--- src/rtl/hsid_pkg.sv ---
// Purpose: Shared constants for the haptic status and identity register bank
// Assumes: One clock, synchronous active-high reset, 8-bit registers
// Notes:   Offsets are the byte addresses of the serial register port
package hsid_pkg;

    // ------------------------------------------------------------------
    // Register offsets
    // ------------------------------------------------------------------
    localparam logic [7:0] ADDR_PART_IDENTITY  = 8'h00;
    localparam logic [7:0] ADDR_FAULT_STATUS   = 8'h01;
    localparam logic [7:0] ADDR_INTERRUPT_MASK = 8'h02;

    // Late configuration block, index 0 is the lowest offset
    localparam int         CFG_N = 9;
    localparam logic [CFG_N-1:0][7:0] CFG_ADDR = {
        8'h30, 8'h2F, 8'h2E, 8'h2C, 8'h2A, 8'h29, 8'h28, 8'h27, 8'h26};
    localparam logic [CFG_N-1:0][7:0] CFG_RST = {
        8'h00, 8'hC6, 8'h00, 8'h00, 8'h02, 8'h0C, 8'h11, 8'h10, 8'h00};
    localparam int         CFG_IDX_CLAMP2 = 0;
    localparam int         CFG_IDX_OLP_HI = 6;
    localparam int         CFG_IDX_OLP_LO = 7;
    localparam int         CFG_IDX_CURK   = 8;

    // ------------------------------------------------------------------
    // Field positions and reset values
    // ------------------------------------------------------------------
    localparam int         ID_PART_LSB     = 4;
    localparam int         FLT_DIAG_BIT    = 7;
    localparam int         FLT_RSV_LSB     = 4;
    localparam int         FLT_DONE_BIT    = 3;
    localparam int         FLT_UV_BIT      = 2;
    localparam int         FLT_OT_BIT      = 1;
    localparam int         FLT_OC_BIT      = 0;
    localparam int         FLAG_N          = 5;
    localparam logic [2:0] FLT_RSV_RST     = 3'h0;
    localparam logic [7:0] MASK_RST        = 8'h18;
    localparam logic [7:0] UNMAPPED_DATA   = 8'h00;

    // ------------------------------------------------------------------
    // Mode encodings
    // ------------------------------------------------------------------
    localparam logic [1:0] MODE_DIAG       = 2'h1;
    localparam logic [1:0] MODE_CAL        = 2'h2;
    localparam logic [1:0] PIN_MODE_INT    = 2'h2;

endpackage

--- src/rtl/hsid_regs.sv ---
// Purpose: Identity, sticky fault status, interrupt mask and late
//          configuration registers of a haptic actuator driver
// Assumes: Register port decoded by the serial front end on sys_clk;
//          all status events are synchronous to sys_clk
// Notes:   Read data is registered and valid one cycle after rd_en
`timescale 1ns/1ns
module hsid_regs #(
    // Arbitrary identification values
    parameter logic [3:0] PART_CODE     = 4'hA,
    parameter logic [3:0] REVISION_CODE = 4'h7
) (
    input  wire logic       sys_clk,
    input  wire logic       rst,
    input  wire logic [7:0] addr,
    input  wire logic       wr_en,
    input  wire logic [7:0] wr_data,
    input  wire logic       rd_en,
    output logic      [7:0] rd_data_q,
    output logic            rd_valid_q,
    input  wire logic [1:0] op_mode,
    input  wire logic [1:0] pin_func,
    input  wire logic       actuator_fault,
    input  wire logic       cal_fail,
    input  wire logic       seq_done,
    input  wire logic       diag_done,
    input  wire logic       cal_done,
    input  wire logic [2:0] supply_level,
    input  wire logic [2:0] undervoltage_threshold,
    input  wire logic       over_temp,
    input  wire logic       oc_pos,
    input  wire logic       oc_neg,
    output logic            trigger_interrupt_pin_n_q,
    output logic            trigger_interrupt_pin_oe_q,
    output logic      [7:0] clamp_level_two_q,
    output logic      [9:0] open_loop_period_q,
    output logic      [7:0] current_constant_q
);

    // ------------------------------------------------------------------
    // State
    // ------------------------------------------------------------------
    typedef struct packed {
        logic [7:0]                          rd_data;
        logic                                rd_valid;
        logic [7:0]                          mask;
        logic [2:0]                          flt_rsv;
        logic [hsid_pkg::CFG_N-1:0][7:0]     cfg;
        logic                                int_n;
        logic                                int_oe;
    } hsid_state_t;

    hsid_state_t                 st_q;
    hsid_state_t                 st_d;
    logic [hsid_pkg::FLAG_N-1:0] set_vec;
    logic [hsid_pkg::FLAG_N-1:0] flag_q;
    logic                        clr_rd;
    logic [7:0]                  fault_view;
    logic                        pin_int;

    // ------------------------------------------------------------------
    // Status events
    // ------------------------------------------------------------------
    // Flag vector order: 0 overcurrent, 1 thermal, 2 undervoltage,
    // 3 completion, 4 diagnostic fail
    always_comb begin
        set_vec    = '0;
        set_vec[0] = oc_pos | oc_neg;
        set_vec[1] = over_temp;
        set_vec[2] = supply_level < undervoltage_threshold;
        set_vec[3] = seq_done | diag_done | cal_done;
        set_vec[4] = ((op_mode == hsid_pkg::MODE_DIAG) & actuator_fault)
                   | ((op_mode == hsid_pkg::MODE_CAL) & cal_fail);
    end

    assign clr_rd = rd_en & (addr == hsid_pkg::ADDR_FAULT_STATUS);

    hsid_sticky hsid_sticky_i (
        .sys_clk (sys_clk),
        .rst     (rst),
        .set     (set_vec),
        .clr     (clr_rd),
        .flag_q  (flag_q)
    );

    always_comb begin
        fault_view = '0;
        fault_view[hsid_pkg::FLT_DIAG_BIT] = flag_q[4];
        fault_view[hsid_pkg::FLT_RSV_LSB +: 3] = st_q.flt_rsv;
        fault_view[hsid_pkg::FLT_DONE_BIT] = flag_q[3];
        fault_view[hsid_pkg::FLT_UV_BIT]   = flag_q[2];
        fault_view[hsid_pkg::FLT_OT_BIT]   = flag_q[1];
        fault_view[hsid_pkg::FLT_OC_BIT]   = flag_q[0];
    end

    assign pin_int = pin_func == hsid_pkg::PIN_MODE_INT;

    // ------------------------------------------------------------------
    // Register access and interrupt pin
    // ------------------------------------------------------------------
    always_comb begin
        st_d          = st_q;
        st_d.rd_valid = rd_en;
        if (rd_en) begin
            st_d.rd_data = hsid_pkg::UNMAPPED_DATA;
            unique case (addr)
                hsid_pkg::ADDR_PART_IDENTITY: begin
                    st_d.rd_data = {PART_CODE, REVISION_CODE};
                end
                hsid_pkg::ADDR_FAULT_STATUS: begin
                    st_d.rd_data = fault_view;
                end
                hsid_pkg::ADDR_INTERRUPT_MASK: begin
                    st_d.rd_data = st_q.mask;
                end
                default: begin
                    for (int i = 0; i < hsid_pkg::CFG_N; i++) begin
                        if (addr == hsid_pkg::CFG_ADDR[i]) begin
                            st_d.rd_data = st_q.cfg[i];
                        end
                    end
                end
            endcase
        end
        if (wr_en) begin
            // Identity and status flags are read only; a status write stores only the reserved bits
            if (addr == hsid_pkg::ADDR_FAULT_STATUS) begin
                st_d.flt_rsv = wr_data[hsid_pkg::FLT_RSV_LSB +: 3];
            end
            if (addr == hsid_pkg::ADDR_INTERRUPT_MASK) begin
                st_d.mask = wr_data;
            end
            for (int i = 0; i < hsid_pkg::CFG_N; i++) begin
                if (addr == hsid_pkg::CFG_ADDR[i]) begin
                    st_d.cfg[i] = wr_data;
                end
            end
        end
        // Diagnostic fail has no mask bit, so it never drives the pin
        st_d.int_oe = pin_int;
        st_d.int_n  = ~(pin_int & |(flag_q[3:0] & ~st_q.mask[3:0]));
    end

    always_ff @(posedge sys_clk) begin
        if (rst) begin
            st_q.rd_data  <= 8'h00;
            st_q.rd_valid <= 1'b0;
            st_q.mask     <= hsid_pkg::MASK_RST;
            st_q.flt_rsv  <= hsid_pkg::FLT_RSV_RST;
            st_q.cfg      <= hsid_pkg::CFG_RST;
            st_q.int_n    <= 1'b1;
            st_q.int_oe   <= 1'b0;
        end else begin
            st_q <= st_d;
        end
    end

    assign rd_data_q                  = st_q.rd_data;
    assign rd_valid_q                 = st_q.rd_valid;
    assign trigger_interrupt_pin_n_q  = st_q.int_n;
    assign trigger_interrupt_pin_oe_q = st_q.int_oe;
    assign clamp_level_two_q          = st_q.cfg[hsid_pkg::CFG_IDX_CLAMP2];
    assign open_loop_period_q         =
        {st_q.cfg[hsid_pkg::CFG_IDX_OLP_HI][1:0],
         st_q.cfg[hsid_pkg::CFG_IDX_OLP_LO]};
    assign current_constant_q         = st_q.cfg[hsid_pkg::CFG_IDX_CURK];
endmodule // hsid_regs

--- src/rtl/hsid_sticky.sv ---
// Purpose: Bank of sticky flags, set by hardware, cleared by a status read
// Assumes: Set and clear come from logic on the same clock
// Notes:   Set wins over a clear in the same cycle
`timescale 1ns/1ns
module hsid_sticky (
    input  wire logic                        sys_clk,
    input  wire logic                        rst,
    input  wire logic [hsid_pkg::FLAG_N-1:0] set,
    input  wire logic                        clr,
    output logic      [hsid_pkg::FLAG_N-1:0] flag_q
);

    typedef struct packed {
        logic [hsid_pkg::FLAG_N-1:0] flag;
    } hsid_sticky_t;

    hsid_sticky_t st_q;
    hsid_sticky_t st_d;

    always_comb begin
        st_d = st_q;
        for (int i = 0; i < hsid_pkg::FLAG_N; i++) begin
            // A clearing read never drops an event of the same cycle
            st_d.flag[i] = set[i] | (st_q.flag[i] & ~clr);
        end
    end

    always_ff @(posedge sys_clk) begin
        if (rst) begin
            st_q <= '0;
        end else begin
            st_q <= st_d;
        end
    end

    assign flag_q = st_q.flag;

endmodule // hsid_sticky

--- config.mk ---
export PLATFORM = sky130hd
export DESIGN_NAME = hsid_regs
export DESIGN_NICKNAME = d
export VERILOG_FILES = /design/src/rtl/hsid_pkg.sv /design/src/rtl/hsid_regs.sv /design/src/rtl/hsid_sticky.sv
export SDC_FILE = /design/constraint.sdc
export NUM_CORES = 1
export LEC_CHECK = 0
export BUFFER_PORTS_ARGS = -buffer_cell sky130_fd_sc_hd__buf_2
export CAP_MARGIN = 20
export CORE_MARGIN = 4
export CORE_UTILIZATION = 40
export DETAILED_ROUTE_END_ITERATION = 7
export SYNTH_ARGS = -nofsm -noshare
export SYNTH_HDL_FRONTEND = slang
export SYNTH_SLANG_ARGS = --single-unit
export TNS_END_PERCENT = 5
--- constraint.sdc ---
create_clock -name sys_clk -period 2.81 [get_ports sys_clk]
set_input_delay 0.562 -clock sys_clk [delete_from_list [all_inputs] [get_ports sys_clk]]
set_output_delay 0.562 -clock sys_clk [all_outputs]
set_load 0.005 [all_outputs]
==> results of run 1 <==
## sequential cells by signal (all words and copies together), names as in the netlist
signal and cells:
fault_view 3, open_loop_period_q 10, trigger_interrupt_pin_oe_q 1, st_q 54
clamp_level_two_q 8, current_constant_q 8, trigger_interrupt_pin_n_q 1, rd_data_q 8
hsid_sticky_i.flag_q 5, rd_valid_q 1
## cells by family (layout without fill, tap and decap cells)
logic type | after synthesis | count (layout)
muxes | 46 | 46
and+or+nand+nor | 202 | 202
adders and majority gates | 2 | 2
DFF | 99 | 99
buffers and inverters | 96 | 123
AOI/OAI and AO/OA | 137 | 137
## synth_stat cells, types with 2 or more instances
library cell	instances
dfxtp_1	99
nor2_1	91
a21oi_1	50
mux2i_1	46
nand2_1	41
buf_4	34
clkbuf_1	29
nand3_1	19
inv_1	17
o21ai_0	16
a211o_1	11
buf_2	11
a221oi_1	9
nor2b_1	9
o22ai_1	8
nand4_1	7
a21o_1	6
nand3b_1	6
o221ai_1	6
nand2b_1	5
a22o_1	3
buf_6	3
nor3b_1	3
nor4_1	3
o21bai_1	3
a2111oi_0	2
a21boi_0	2
a221o_1	2
a22oi_1	2
a31oi_1	2
a32oi_1	2
and3b_1	2
ha_1	2
o211ai_1	2
o21a_1	2
o31a_1	2
## worst register-to-register path, cell delays in order (launching register included)
cell      delay (ns)
dfxtp_1         0.32
o21ai_0         0.17
a21oi_1         0.10
a21o_1          0.16
a221oi_1        0.48
o22ai_1         0.19
## cell usage in the layout, fill, tap and decap left out, types with 3 or more instances in the layout
| master | Yosys | routed |
|---|---|---|
| dfxtp_1 | 99 | 99 |
| nor2_1 | 91 | 91 |
| buf_2 | 11 | 74 |
| a21oi_1 | 50 | 50 |
| mux2i_1 | 46 | 46 |
| nand2_1 | 41 | 41 |
| nand3_1 | 19 | 19 |
| inv_1 | 17 | 17 |
| o21ai_0 | 16 | 16 |
| buf_4 | 34 | 15 |
| a211o_1 | 11 | 11 |
| nor2b_1 | 9 | 9 |
| a221oi_1 | 9 | 9 |
| clkbuf_16 | 0 | 9 |
| o22ai_1 | 8 | 8 |
| nand4_1 | 7 | 7 |
| a21o_1 | 6 | 6 |
| nand3b_1 | 6 | 6 |
| o221ai_1 | 6 | 6 |
| nand2b_1 | 5 | 5 |
| nor4_1 | 3 | 3 |
| nor3b_1 | 3 | 3 |
| o21bai_1 | 3 | 3 |
| a22o_1 | 3 | 3 |
| clkbuf_1 | 29 | 3 |
## through the flow
stage | power (mW) | utilization (%) | hold slack (ns) | instances | setup WS (ns)
2_1_floorplan | 1.59 | - | 0.428 | 582 | 0.702
3_3_place_gp | 1.68 | 42.7 | 0.440 | 741 | 0.441
3_5_place_dp | 1.68 | 42.7 | 0.444 | 741 | 0.449
4_1_cts | 2.87 | 45.0 | 0.370 | 756 | 0.811
5_1_grt | 2.95 | 45.0 | 0.381 | 756 | 0.677
6_report | 2.85 | 45.0 | 0.375 | 756 | 0.759
## where the power goes
group	total (mW)	internal, mW	switching, mW
clock network	1.20	0.684	0.518
logic	0.231	0.0770	0.154
registers	1.42	1.41	0.00717
## routing by layer
layer	track usage [%]	up-vias	wire length, um
li1	-	2064	-
met1	25.5	2041	6120
met2	31.5	144	6580
met3	4.98	29	891
met4	8.69	0	386
met5	0	-	0
## final cells by class
| cell class | count | share of cell area (%) |
|---|---|---|
| clock buffer | 12 | 4.37 |
| clock inverter | 3 | 0.740 |
| inverter | 18 | 1.25 |
| multi-input combinational | 387 | 44.3 |
| sequential | 99 | 36.6 |
| tap | 147 | 3.40 |
| timing repair buffer | 90 | 9.30 |
## how the worst max path moves through the flow
stage	from	endpoint
floorplan	addr[7]	open_loop_period_q[1]
global placement	addr[2]	rd_data_q[4]
detailed placement	addr[2]	rd_data_q[4]
CTS	addr[2]	rd_data_q[4]
global route	addr[2]	rd_data_q[4]
finish	addr[2]	rd_data_q[4]
==> impl_metrics.json, run 1 <==
{
  "status": "completed",
  "dr.pass1.iters": 5,
  "drv_cap": 0,
  "synthSimpleGateAreaFrac_pct": 20.3,
  "cp_top_family": "simple AND/OR/NAND/NOR gates",
  "cts_resized": 0,
  "drt-vias-per-instance": 5.66,
  "synth_top_cell_by_area": "dfxtp_1",
  "clk_latency_ns": 0.35,
  "reg2reg_setup_slack_ns": 1.27,
  "multi_input_area_um2": 2400,
  "grt_pass1_vias": 4146,
  "criticalPathCategory": "in -> reg",
  "drive_gt1_share_pct": 18.2,
  "reg2reg_depth": 5,
  "synth_top_family_by_area": "simple AND/OR/NAND/NOR gates",
  "hold_depth": 2,
  "asyncSetResetFlopFracSynth_pct": 0,
  "gp_congestion": 0.875,
  "cp_num_cells": 7,
  "crit_arrival_ns": 2.33,
  "clock_sinks": 99,
  "holdBufCountCts": 0,
  "numCtsBuffers": 9,
  "core_um2": 12000,
  "postRouteAntennaNets": 0,
  "antenna_cells": 0,
  "start_util_pct": 40.8,
  "nets": 645,
  "post_cts_buffers": 0,
  "synthesis.nets": 622,
  "min_period_ns": 2.05,
  "critPathCaptureType": "flip-flop",
  "leakage_nw": 2.44,
  "slew_headroom_pct": 57.8,
  "ys_ff_latch": 99,
  "synth_fa_ha_area_share_pct": 0.511,
  "area_growth_pct": 10.4,
  "required_ns": 3.09,
  "syn-instance-count": 582,
  "yosysSeqAreaShare_pct": 40.5,
  "synth_edf_count": 0,
  "row_count": 40,
  "wl_um": 14000,
  "r2r-start": "st_q[37]",
  "grt_setup_unrepaired": "false",
  "gr-total-overflow": 0,
  "fp.dieArea_um2": 14100,
  "clockBufferDepth": 2,
  "min_to": "trigger_interrupt_pin_oe_q",
  "wl_per_cell_um": 18.5,
  "die_w_um": 119,
  "nFillCells": 1192,
  "synth-compound-area-share_pct": 18.6,
  "synthTopCellsByArea": "dfxtp_1, mux2i_1, nor2_1",
  "grt_max_degree": 48,
  "slowest_stage": "or4b_1",
  "synth_xor_area_share_pct": 0,
  "grt_usage_pct": 19.9,
  "setup_violations": 0,
  "cts_tree": "done",
  "synthDistinctLibCells": 61,
  "worstReg2RegEnd": "rd_data_q[3]",
  "fin_skew_ns": 0.00723,
  "grt_pass1_wl_um": 22200,
  "hp-start": "pin_func[0]",
  "placed_area_um2": 5130,
  "hpwl_um": 9870,
  "hold_class": "in -> reg",
  "netlist.area_leader.share_pct": 40.5,
  "slew_viol_final": 0,
  "ys_warn_count": 0,
  "design_area_um2": 5410,
  "vias": 4278,
  "synth-main-ff-cell": "dfxtp_1",
  "fmax_mhz": 488,
  "crit_fanout": 21,
  "max_stage_delay_ns": 0.43,
  "drc": 0,
  "peakVddDrop_uv": 276,
  "clk_pin_slew_ns": 0.06,
  "die_h_um": 119,
  "antenna_found_initial": 0,
  "crit_path_start_kind": "input port",
  "ios": 75,
  "io_buffers": 74,
  "muxShareOfSynthArea_pct": 9.40,
  "period_share_pct": 73.0,
  "critical_path_buf_inv_count": 2,
  "worstMarginPinSlew_ns": 0.631,
  "synth.avg_cell_area_um2": 8.42,
  "hold_viol": 0,
  "drt-initial-drc-count": 409,
  "htree_num_levels": 3,
  "setup-tns-final_ns": 0,
  "root_buffer": "clkbuf_16",
  "worstPathCellList": "buf_2 > nor4_1 > and4_1 > buf_4 > a21oi_1 > or4b_1 > o21ai_0",
  "synth_area_um2": 4900,
  "ff_latch_area_um2": 1980,
  "powerDensity_nw_per_um2": 528
}
Note: power is estimated with default switching activity, not from simulation.
==> inputs of run 2 (changes only) <==
clock period = 1.8 ns   (was 2.81 ns; I/O delays follow)
==> impl_metrics.json, run 2 (synthesis gave the netlist of run 1 again) <==
{
  "gr-total-overflow": 0,
  "largest_register": "st_q",
  "worstPathCellList": "buf_2 > or4b_4 > nor3_4 > buf_4 > a221oi_1 > a211o_1 > o21ai_0",
  "slew_headroom_pct": 69.3,
  "slew_viol_final": 0,
  "largest_register_ffs": 54,
  "wl_per_cell_um": 18.0,
  "htree_num_levels": 3,
  "wl_um": 14600,
  "die_w_um": 119,
  "row_count": 40,
  "hold_viol": 0,
  "grt_usage_pct": 21.2,
  "die_h_um": 119,
  "core_um2": 12000,
  "ios": 75,
  "critical_path_buf_inv_count": 2,
  "holdBufCountCts": 0,
  "critPathCaptureType": "flip-flop",
  "min_period_ns": 1.62,
  "drive_gt1_share_pct": 24.7,
  "powerDensity_nw_per_um2": 767,
  "drc": 0,
  "r2r-start": "clamp_level_two_q[5]",
  "design_area_um2": 5820,
  "start_util_pct": 40.8,
  "post_cts_buffers": 0,
  "setup_slack_ns": 0.181,
  "clk_latency_ns": 0.35,
  "hpwl_um": 10800,
  "setup_violations": 0,
  "drv_cap": 0,
  "final_common_cell": "dfxtp_1",
  "worstMarginPinSlew_ns": 0.460,
  "crit_fanout": 7,
  "clk_pin_slew_ns": 0.07,
  "hold_depth": 2,
  "cts_tree": "done",
  "pre_cts_ws_ns": -0.202,
  "nFillCells": 1183,
  "postRouteAntennaNets": 0,
  "hold_slack_ns": 0.171,
  "fin_skew_ns": 0.00715,
  "gp_congestion": 0.868,
  "nets": 695,
  "antenna_cells": 0,
  "fmax_mhz": 618,
  "fp.dieArea_um2": 14100,
  "clock_sinks": 99,
  "antenna_found_initial": 0,
  "hp-start": "pin_func[0]",
  "hold_class": "in -> reg",
  "grt_max_degree": 39,
  "cp_top_family": "simple AND/OR/NAND/NOR gates",
  "crit_path_start_kind": "input port",
  "power_mw": 4.47,
  "cts_resized": 0,
  "grt_setup_unrepaired": "false",
  "peakVddDrop_uv": 551,
  "status": "completed",
  "numCtsBuffers": 9,
  "worstReg2RegEnd": "rd_data_q[5]",
  "max_stage_delay_ns": 0.61,
  "reg2reg_depth": 4,
  "layout_common_cells": "dfxtp_1, nor2_1, buf_2",
  "area_growth_pct": 18.8,
  "leakage_nw": 2.68,
  "drt-initial-drc-count": 449,
  "clockBufferDepth": 2,
  "crit_arrival_ns": 1.91,
  "grt_pass1_wl_um": 23300,
  "slowest_stage": "or4b_4",
  "placed_area_um2": 5550,
  "root_buffer": "clkbuf_16",
  "reg2reg_setup_slack_ns": 0.38,
  "io_buffers": 74,
  "min_to": "trigger_interrupt_pin_oe_q",
  "grt_pass1_vias": 4305,
  "period_share_pct": 89.9,
  "vias": 4441,
  "dr.pass1.iters": 5,
  "required_ns": 2.09,
  "drt-vias-per-instance": 5.50,
  "criticalPathCategory": "in -> reg"
}
==> run 2: cell count changes in the layout (fill, tap and decap cells not counted), sizes merged <==
cell,before,now
clkbuf,12,14
buf,90,140
bufinv,1,0
==> run 2: power by group <==
group	leakage, nW	internal (mW)	total, mW	switching, mW
logic	1.75	0.168	0.424	0.256
clock network	0.137	1.01	1.82	0.813
registers	0.800	2.21	2.22	0.0111
total	2.68	3.39	4.47	1.08
==> run 2: per-stage QoR <==
| stage | utilization (%) | setup TNS [ns] | std cells |
|---|---|---|---|
| 6_report | 48.4 | 0 | 807 |
| 5_1_grt | 48.4 | 0 | 807 |
| 3_3_place_gp | 46.2 | -3.58 | 791 |
| 3_5_place_dp | 46.2 | -4.54 | 791 |
| 2_1_floorplan | - | -0.271 | 582 |
| 4_1_cts | 48.4 | 0 | 807 |
==> run 2: layout make-up <==
class                      instances  area (um2)  share of cell area [%]
clock buffer                      14         264                    4.54
clock inverter                     2        10.0                   0.172
inverter                          18        67.6                    1.16
multi-input combinational        387        2410                    41.4
sequential                        99        1980                    34.1
tap                              147         184                    3.16
timing repair buffer             140         903                    15.5
==> run 2: how the worst max path moves through the flow <==
stage | startpoint | end | slack (ns) | cells after the start
floorplan | addr[7] | st_q[57] | -0.03 | 6
global placement | addr[3] | rd_data_q[4] | -0.21 | 7
detailed placement | addr[3] | rd_data_q[4] | -0.20 | 7
CTS | addr[3] | rd_data_q[4] | 0.17 | 7
global route | addr[3] | rd_data_q[4] | 0.06 | 7
finish | addr[7] | rd_data_q[1] | 0.18 | 7
==> run 2: worst reg2reg max path, cell delays in order, from the launching register on <==
cell and delay, ns:
dfxtp_1 0.33, a22o_1 0.20, a221oi_1 0.46, o31a_1 0.23
o22ai_1 0.08
==> run 2: layer usage <==
metal,vias to the layer above,track usage [%],share of wire [%]
met4,0,6.37,1.7
met2,122,34.7,48
met5,-,0,0
met1,2137,27.6,45
li1,2163,-,-
met3,19,5.31,5.3
